## config.mk

```make
export PLATFORM = sky130hd
export DESIGN_NAME = msrm_regmap
export DESIGN_NICKNAME = d
export VERILOG_FILES = /design/src/rtl/msrm_pkg.sv /design/src/rtl/msrm_decode.sv /design/src/rtl/msrm_regmap.sv
export VERILOG_INCLUDE_DIRS = /design/src /design/src/rtl
export SDC_FILE = /design/constraint.sdc
export NUM_CORES = 1
export LEC_CHECK = 0
export ABC_AREA = 1
export BUFFER_PORTS_ARGS = -buffer_cell sky130_fd_sc_hd__buf_2
export CAP_MARGIN = 15
export CORE_MARGIN = 2
export CORE_UTILIZATION = 25
export DETAILED_ROUTE_END_ITERATION = 10
export PLACE_DENSITY = 0.45
export SLEW_MARGIN = 20
export SYNTH_ARGS = -nofsm -noshare
export SYNTH_HDL_FRONTEND = slang
export SYNTH_HIERARCHICAL = 1
export SYNTH_SLANG_ARGS = --single-unit
```

## constraint.sdc

```tcl
create_clock -name clk_sys -period 3.79 [get_ports clk_sys]
set_input_delay 0.379 -clock clk_sys [delete_from_list [all_inputs] [get_ports clk_sys]]
set_output_delay 0.379 -clock clk_sys [all_outputs]
set_load 0.005 [all_outputs]
```

## src/rtl/msrm_defs.svh

```systemverilog
// offsets, field positions, codes and reset values of the sensor register map
`ifndef MSRM_DEFS_SVH
`define MSRM_DEFS_SVH
`define MSRM_REG_COUNT 16'h0020
`define MSRM_MAX_READ 16'h0008
`define MSRM_ADDR_ACK 16'h0000
`define MSRM_ADDR_CMD 16'h0001
`define MSRM_ADDR_PPM 16'h0003
`define MSRM_IN_RSV_TOP 16'h0002
`define MSRM_IN_RSV_MID 16'h0015
`define MSRM_SPACE_INPUT 1'b0
`define MSRM_SPACE_HOLD 1'b1
`define MSRM_BIT_AIR 5
`define MSRM_BIT_ZERO 6
`define MSRM_CMD_CAL 8'h7c
`define MSRM_PAR_AIR 8'h06
`define MSRM_PAR_ZERO 8'h07
`define MSRM_EXC_FUNC 8'h01
`define MSRM_EXC_ADDR 8'h02
`define MSRM_EXC_VALUE 8'h03
`define MSRM_ACK_RESET 16'h0000
`endif

```

## src/rtl/msrm_pkg.sv

```systemverilog
// types of the sensor register map
`default_nettype none
package msrm_pkg;
  typedef enum logic [1:0] {
    ST_IDLE = 2'b01,
    ST_READ = 2'b10
  } msrm_state_type;

  typedef struct packed {
    msrm_state_type state;
    logic [4:0] cursor;
    logic [3:0] remain;
    logic space;
    logic [15:0] ack;
    logic rsp_valid;
    logic rsp_exc;
    logic [7:0] rsp_code;
    logic [15:0] rsp_data;
    logic rsp_last;
    logic air_start;
    logic zero_start;
  } msrm_regs_type;

  localparam msrm_regs_type MSRM_REGS_RESET = '{state: ST_IDLE, default: '0};
endpackage : msrm_pkg
`default_nettype wire

```

## src/rtl/msrm_decode.sv

```systemverilog
// legality decode of one register address in either space
`timescale 1ns/1ps
`default_nettype none
`include "msrm_defs.svh"
module msrm_decode (
  input wire logic space,
  input wire logic [16:0] addr,
  output logic legal
);
  // addresses are zero based: register number minus one
  always_comb begin
    legal = 1'b0;
    if (addr >= {1'b0, `MSRM_REG_COUNT}) begin
      legal = 1'b0;
    end else if (space == `MSRM_SPACE_INPUT) begin
      // 0..3 and 21 answer; 4..20 and 22..31 raise illegal address
      legal = (addr <= {1'b0, `MSRM_ADDR_PPM}) || (addr == {1'b0, `MSRM_IN_RSV_MID});
    end else begin
      // only acknowledge and command live in the holding space
      legal = (addr <= {1'b0, `MSRM_ADDR_CMD});
    end
  end
endmodule : msrm_decode
`default_nettype wire

```

## src/rtl/msrm_regmap.sv

```systemverilog
// modbus register map of the gas sensor: input and holding spaces
// Functional notes
// two independent spaces, input and holding, of 32 sixteen-bit registers
// reserved locations without exception answer normally and change nothing
// one input read covers at most eight consecutive addresses
// link address equals register number minus one
// input space is read-only, no write path exists
// input address 3 returns latest gas concentration in ppm
// input 4-20, 22-31 and holding 2-31 raise illegal data address
// only holding addresses 0 and 1 are functional
// acknowledge bit 6 (one-based) sets after air calibration
// acknowledge bit 7 (one-based) sets after zero calibration
// command word 7c06 starts air, 7c07 starts zero calibration
// acknowledge register is read/write, command register write-only
// command write starts calibration, completion sets matching flag
// master clears acknowledge, writes command, then polls the flag
// unknown command words are ignored and leave flags alone
// illegal address answers exception code 02 with no state change
`timescale 1ns/1ps
`default_nettype none
`include "msrm_defs.svh"
module msrm_regmap
  import msrm_pkg::*;
#(
  parameter int MAX_READ = 8
) (
  input wire logic clk_sys,
  input wire logic rst_n,
  input wire logic req_valid,
  output logic req_ready,
  input wire logic req_write,
  input wire logic req_space,
  input wire logic [15:0] req_addr,
  input wire logic [15:0] req_count,
  input wire logic [15:0] req_wdata,
  output logic rsp_valid,
  output logic rsp_exc,
  output logic [7:0] rsp_code,
  output logic [15:0] rsp_data,
  output logic rsp_last,
  input wire logic [15:0] gas_ppm,
  output logic cal_air_start,
  output logic cal_zero_start,
  input wire logic cal_air_done,
  input wire logic cal_zero_done
);
  msrm_regs_type r_reg;
  msrm_regs_type r_next;
  logic take;
  logic [15:0] act_cnt;
  logic [MAX_READ-1:0] slot_ok;
  logic range_ok;

  // read value of one address; reserved and write-only locations read zero
  function automatic logic [15:0] read_word(input logic space, input logic [4:0] a,
                                            input logic [15:0] ack, input logic [15:0] ppm);
    read_word = 16'h0000;
    if (space == `MSRM_SPACE_INPUT && a == `MSRM_ADDR_PPM) begin
      read_word = ppm;
    end else if (space == `MSRM_SPACE_HOLD && a == `MSRM_ADDR_ACK) begin
      read_word = ack;
    end
  endfunction : read_word

  assign take = req_valid && req_ready;
  assign act_cnt = req_write ? 16'h0001 : req_count;

  // every address touched by the request is checked up front
  genvar gi;
  generate
    for (gi = 0; gi < MAX_READ; gi++) begin : g_slot
      logic legal;
      msrm_decode u_dec (
        .space(req_space),
        .addr({1'b0, req_addr} + 17'(gi)),
        .legal(legal)
      );
      assign slot_ok[gi] = (16'(gi) >= act_cnt) || legal;
    end
  endgenerate
  assign range_ok = &slot_ok;

  always_comb begin
    r_next = r_reg;
    r_next.rsp_valid = 1'b0;
    r_next.rsp_exc = 1'b0;
    r_next.rsp_code = 8'h00;
    r_next.rsp_last = 1'b0;
    r_next.air_start = 1'b0;
    r_next.zero_start = 1'b0;
    case (r_reg.state)
      ST_IDLE: begin
        if (req_valid) begin
          if (req_write) begin
            r_next.rsp_valid = 1'b1;
            r_next.rsp_last = 1'b1;
            r_next.rsp_data = req_wdata;
            if (req_space == `MSRM_SPACE_INPUT) begin
              // no write path into the input space
              r_next.rsp_exc = 1'b1;
              r_next.rsp_code = `MSRM_EXC_FUNC;
              r_next.rsp_data = 16'h0000;
            end else if (!range_ok) begin
              r_next.rsp_exc = 1'b1;
              r_next.rsp_code = `MSRM_EXC_ADDR;
              r_next.rsp_data = 16'h0000;
            end else if (req_addr == `MSRM_ADDR_ACK) begin
              r_next.ack = req_wdata;
            end else if (req_wdata[15:8] == `MSRM_CMD_CAL) begin
              // any other parameter falls through untouched
              r_next.air_start = (req_wdata[7:0] == `MSRM_PAR_AIR);
              r_next.zero_start = (req_wdata[7:0] == `MSRM_PAR_ZERO);
            end
          end else if (req_count == 16'h0000 || req_count > 16'(MAX_READ)) begin
            // quantity is checked before address, as the protocol orders
            r_next.rsp_valid = 1'b1;
            r_next.rsp_last = 1'b1;
            r_next.rsp_exc = 1'b1;
            r_next.rsp_code = `MSRM_EXC_VALUE;
            r_next.rsp_data = 16'h0000;
          end else if (!range_ok) begin
            r_next.rsp_valid = 1'b1;
            r_next.rsp_last = 1'b1;
            r_next.rsp_exc = 1'b1;
            r_next.rsp_code = `MSRM_EXC_ADDR;
            r_next.rsp_data = 16'h0000;
          end else begin
            r_next.state = ST_READ;
            r_next.cursor = req_addr[4:0];
            r_next.remain = req_count[3:0];
            r_next.space = req_space;
          end
        end
      end
      ST_READ: begin
        // one word per cycle; ppm is sampled as each word is built
        r_next.rsp_valid = 1'b1;
        r_next.rsp_data = read_word(r_reg.space, r_reg.cursor, r_reg.ack, gas_ppm);
        r_next.rsp_last = (r_reg.remain == 4'h1);
        r_next.cursor = r_reg.cursor + 5'h01;
        r_next.remain = r_reg.remain - 4'h1;
        if (r_reg.remain == 4'h1) begin
          r_next.state = ST_IDLE;
        end
      end
      default: begin
        r_next.state = ST_IDLE;
      end
    endcase
    // completion sets win over a same-cycle software write
    if (cal_air_done) begin
      r_next.ack[`MSRM_BIT_AIR] = 1'b1;
    end
    if (cal_zero_done) begin
      r_next.ack[`MSRM_BIT_ZERO] = 1'b1;
    end
  end

  always_ff @(posedge clk_sys) begin
    if (!rst_n) begin
      r_reg <= MSRM_REGS_RESET;
    end else begin
      r_reg <= r_next;
    end
  end

  // ready is combinational so a new request may follow a write answer at once
  assign req_ready = (r_reg.state == ST_IDLE);
  assign rsp_valid = r_reg.rsp_valid;
  assign rsp_exc = r_reg.rsp_exc;
  assign rsp_code = r_reg.rsp_code;
  assign rsp_data = r_reg.rsp_data;
  assign rsp_last = r_reg.rsp_last;
  assign cal_air_start = r_reg.air_start;
  assign cal_zero_start = r_reg.zero_start;

  logic no_done;
  assign no_done = !cal_air_done && !cal_zero_done;
endmodule : msrm_regmap
`default_nettype wire

```

**Word level (Yosys, flattened, before mapping)**

Index checks and enable logic that the tools add are counted.

- Output and inout port bits: 30
- Register bits: 57

- Reductions and logical operators: 45
- $lt $le $gt $ge: 33
- Equality and inequality tests: 21
- Mux-type cells: 45
- $add $sub $neg: 9
- Bitwise gates (word level): 9

Operators by type and width:

| cell | count |
|---|---|
| $eq A17 B5 Y1 const B | 7 |
| $ge A17 B6 Y1 const B | 7 |
| $le A17 B1 Y1 const B | 7 |
| $le A17 B2 Y1 const B | 7 |
| $mux W16 | 7 |
| $mux W27 | 3 |
| $add A16 B3 Y17 const B | 4 |
| $ge A3 B16 Y1 const A | 4 |
| $mux W57 | 1 |
| $mux W25 | 2 |
| $mux W12 | 3 |
| $add A16 B2 Y17 const B | 2 |
| $pmux W17 S2 | 1 |
| $ge A1 B16 Y1 const A | 2 |
| $ge A2 B16 Y1 const A | 2 |
| $logic_not A16 Y1 | 2 |
| $reduce_bool A2 Y1 | 13 |
| $mux W1 | 18 |
| $pmux W9 S2 | 1 |
| $add A16 B1 Y17 const B | 1 |
| $logic_or A1 B1 Y1 | 17 |
| $eq A16 B5 Y1 const B | 1 |
| $eq A8 B3 Y1 const B | 2 |
| $ge A16 B6 Y1 const B | 1 |
| other kinds (27) | 47 |

**Longest topological paths before layout**

- Word-level depth: 13
- Gate-level depth with buffers: 25
- Depth with buffers taken out: 25

**By module**

Netlist, hierarchy kept.

Modules (own cells, without submodules):

| module | instances | area an instance (sq um) | cells each |
|---|---|---|---|
| msrm_regmap | 1 | 5300.1 | 916 |
| msrm_decode | 8 | 102.6 | 25 |

**Worst setup path before layout**

No wires, ideal clock.

- Path type: input port to flip-flop
- Start: in req_addr[5]
- End: reg r_reg[29] (netlist name)
- Data required time: 3.658 ns
- Stages: 21
- Slack: 0.829 ns
- Data arrival time: 2.829 ns
- Path through: buf_2 > nand2_1 > nor2_1 > nand2_1 > nor2_1 > nand2_1 > xor2_1 > nor2_1 > a21oi_1 > inv_1 > nand2_1 > nor2_1 > nand3_1 > nor2_2 > o21bai_2 > nand2_2 > nor2_4 > nand4_1 > buf_2 > nand2_1 > a21oi_1

- Longest elaborated chain between the ends: 7
- Elaborated cells on any way between the ends: 73

Ends and longest elaborated chain:

| item | line | RTL |
|---|---|---|
| from (decl) | msrm_regmap.sv:33 | `input wire logic [15:0] req_addr,` |
| $add A16 B1 Y17 * | msrm_regmap.sv:75 | `.addr({1'b0, req_addr} + 17'(gi)),` |
| $le A17 B2 Y1 or $eq A17 B5 Y1 (tied branches) | msrm_decode.sv:17 | `` legal = (addr <= {1'b0, `MSRM_ADDR_PPM}) \|\| (addr == {1'b0, `MSRM_IN_RSV_MID}); `` |
| $logic_or A1 B1 Y1 | msrm_decode.sv:17 |  |
| $mux W1 | msrm_decode.sv:15 | `` end else if (space == `MSRM_SPACE_INPUT) begin `` |
| $mux W1 * | msrm_decode.sv:13 | `` if (addr >= {1'b0, `MSRM_REG_COUNT}) begin `` |
| net g_slot[1].legal | msrm_regmap.sv:72 | `logic legal;` |
| $logic_or A1 B1 Y1 * | msrm_regmap.sv:78 | `assign slot_ok[gi] = (16'(gi) >= act_cnt) \|\| legal;` |
| $reduce_and A13 Y1 (no line) * | n/a |  |
| to (signal assigned) | msrm_regmap.sv:163 | `r_reg <= r_next;` |
| to (decl) | msrm_regmap.sv:47 | `msrm_regs_type r_reg;` |

The timed path passes the listed nets; every way through them passes the cells marked *.
A chain may end at the register's enable or synchronous reset.

**Final worst setup path**

- Start: in req_addr[2]
- End: reg r_reg, in the netlist cal_zero_start

- Longest elaborated chain between the ends: 9
- Elaborated cells on any way between the ends: 75

Ends and longest elaborated chain:

| item | line | RTL |
|---|---|---|
| $add A16 B3 Y17 * | msrm_regmap.sv:75 |  |
| $le A17 B2 Y1 or $eq A17 B5 Y1 (tied branches) | msrm_decode.sv:17 |  |
| $logic_or A1 B1 Y1 | msrm_decode.sv:17 |  |
| $mux W1 | msrm_decode.sv:15 |  |
| $mux W1 * | msrm_decode.sv:13 |  |
| net g_slot[5].legal | msrm_regmap.sv:72 |  |
| $logic_or A1 B1 Y1 * | msrm_regmap.sv:78 |  |
| $reduce_and A8 Y1 * | msrm_regmap.sv:81 | `assign range_ok = &slot_ok;` |
| $not A1 Y1 (no line) * | n/a |  |
| $reduce_or A8 Y1 (no line) * | n/a |  |

Marks and branches as above.

==> results.cfg <==
[placed_design]
routabilityCongestion = 0.913
place_inst = 1525
dpl_cell_area_um2 = 7020
port-buffer-count = 94
place_hpwl_mm = 17.2

[clock_tree]
clk_pin_slew_ns = 0.07
clkSinkCount = 51
cts_buffer_depth = 2
clock_latency_ns = 0.30
cts_hold_buf = 0
cts_setup_buffers = 0
cts-resized-gates = 0
cts_tree = done
cts_buffers = 5
cts-root-buf = clkbuf_16
h-tree-depth = 2

[sta]
rsz0062_at_grt = false
post-route-period-util_pct = 90.7
finalCriticalPeriod_ns = 3.44
max_slew.worst_pin.slew_ns = 0.810
tns_ns = 0
slew_headroom_pct = 45.9
final_hold_viol_count = 0
finClkSkew_ns = 0.00726
finalSetupViolations = 0
fmax_mhz = 291
drv_slew = 0

[worst_setup_path]
slowest_stage = ha_1
cp_slowest_stage_delay_ns = 0.36
crit_chain = buf_2 -> clkinvlp_4 -> ha_1 -> a21oi_1 -> nor2_1 -> buf_4 -> xor2_1 -> inv_1 -> nand2_1 -> nor2_1 -> nand3_1 -> nor2_2 -> inv_1 -> nand2_1 -> nand2_2 -> nor2_4 -> nand2_2 -> nor2_4 -> buf_12 -> inv_2 -> nor4_1
cp_max_fo = 15
r2r_start = r_reg[56]
end_kind = flop
rrSetupSlack_ns = 1.31
start_kind = input pin
required_ns = 3.97
rr_endpoint = r_reg[35]
critPathKind = input pin to flop
crit_arrival_ns = 3.62
reg2reg_depth = 13

[synth]
seq_area_frac_synth_pct = 16.7
synth_seq_cells = 51
yosysWarnings = 6
ys_types = 33
synthCells = 1116
syn_area_um2 = 6120
avgSynthCellArea_um2 = 5.48

[floorplan]
start_util_pct = 25.3
io_pins = 101
core_um2 = 24200
die_h_um = 160
dieArea_um2 = 25800
die_width_um = 160
num_rows = 57

[routing]
drt-pass1-iter-count = 5
vias = 6576
drc = 0
viasPerCell = 4.29
wire_per_inst_um = 14.0
first_iter_violations = 502
finalWirelength_mm = 21.5
ant_nets = 0

[job]
cap_viol_max_count = 0

[hold_path]
min_to = cal_air_start
min_path_type = input pin to flop
hold_depth = 2
hp-start = req_wdata[0]

[grt]
top_usage_layer = met2
grtUsageMet2_pct = 28.3
grt_max_degree = 33
antenna_found_initial = 0
grt_usage_pct = 16.6
grt_util_met3_pct = 1.42
grt_pass1_wl_mm = 34.1
first_global_vias = 6291
grt_overflow = 0
grtUsageMet1_pct = 22.5

[finish]
drive_above_1_share_pct = 15.3
synthToLayoutAreaGrowth_pct = 17.2
num_antenna_cells = 0
fin_nets = 1295
final_common_cell = nand2_1
largest_reg_flops = 28
layout_common_cells = nand2_1, inv_1, nor2_1
fillers = 2818
final_cells = 1533
fin_area_um2 = 7170

[power]
powerDensity_nw_per_um2 = 200
finalPower_mw = 1.43
p_leak_nw = 3.69
ir_worst_vdd_mv = 0.202

[status]
status = completed
[where the power goes]
part / leakage [nW] / total [mW] / internal (mW) / switching (mW)
Sequential: 0.416 / 0.553 / 0.548 / 0.00501
Clock: 0.0742 / 0.461 / 0.248 / 0.214
Combinational: 3.20 / 0.419 / 0.146 / 0.273
[stage by stage]
stage          setup slack, ns  utilization [%]  hold WS [ns]
3_3_place_gp            0.0571             29.0         0.449
2_1_floorplan            0.829                -         0.440
3_5_place_dp            0.0200             29.0         0.454
6_report                 0.351             29.7         0.298
4_1_cts                  0.335             29.7         0.282
5_1_grt                 0.0493             29.7         0.294
[worst max-delay path by stage]
stage / to / slack (ns) / cells past startpoint / startpoint
2_1_floorplan: r_reg[29] / 0.83 / 21 / req_addr[5]
3_3_place_gp: cal_zero_start / 0.06 / 22 / req_addr[2]
3_5_place_dp: cal_zero_start / 0.02 / 22 / req_addr[2]
4_1_cts: cal_zero_start / 0.33 / 22 / req_addr[2]
5_1_grt: rsp_data[0] / 0.05 / 25 / req_addr[2]
6_report: cal_zero_start / 0.35 / 21 / req_addr[2]
[cells in the mapped netlist, drive strengths merged]
cell      n  share of area [%]
xor2     73                 10
o211ai    1               0.12
and2      1               0.10
clkinv    4               0.25
o22ai    16                1.6
a21oi    30                2.5
inv     215                 13
nand3    47                3.8
clkbuf   17                1.0
dfxtp    51                 17
nand2   312                 20
or2       3               0.31
xnor2     2               0.29
o21ai    50                4.1
nor4      6               0.61
nand4    25                2.6
nor3      8               0.65
ha       16                3.3
nor2    192                 13
buf      42                5.1
o41ai     1               0.14
conb      1              0.061
o21bai    3               0.43
[worst max-delay path, delay by kind of cell]
kind            cells  cell delay [ns]
compound gates      1             0.32
xor+xnor            1             0.13
fa+ha+maj           1             0.36
buf+inv             7             0.95
simple gates       11             1.46
[metal layers]
| metal | wire, um | vias to the layer above |
|---|---|---|
| li1 | - | 3511 |
| met1 | 10300 | 2896 |
| met2 | 9890 | 145 |
| met3 | 835 | 24 |
| met4 | 482 | 0 |
| met5 | 0 | - |
[kinds of logic (layout without fill, tap and decap cells)]
family | count (synthesis) | count (layout) | share of synthesized area [%]
AOI/OAI and AO/OA | 101 | 101 | 8.87
xor gates and xnor gates | 75 | 75 | 10.7
other | 1 | 7 | 0.0613
and+or+nand+nor | 594 | 594 | 40.8
buffers and inverters | 278 | 365 | 19.6
DFF | 51 | 51 | 16.7
adders and majority gates | 16 | 16 | 3.27
[final cells by class]
class | count | area [um^2] | share of cell area [%]
Clock inverter | 3 | 22.5 | 0.314
Tap cell | 324 | 405 | 5.65
Sequential cell | 51 | 1020 | 14.2
Multi-Input combinational cell | 793 | 3920 | 54.7
Timing Repair Buffer | 138 | 851 | 11.9
Clock buffer | 5 | 125 | 1.74
Inverter | 219 | 826 | 11.5
(Power assumes the default switching activity.)
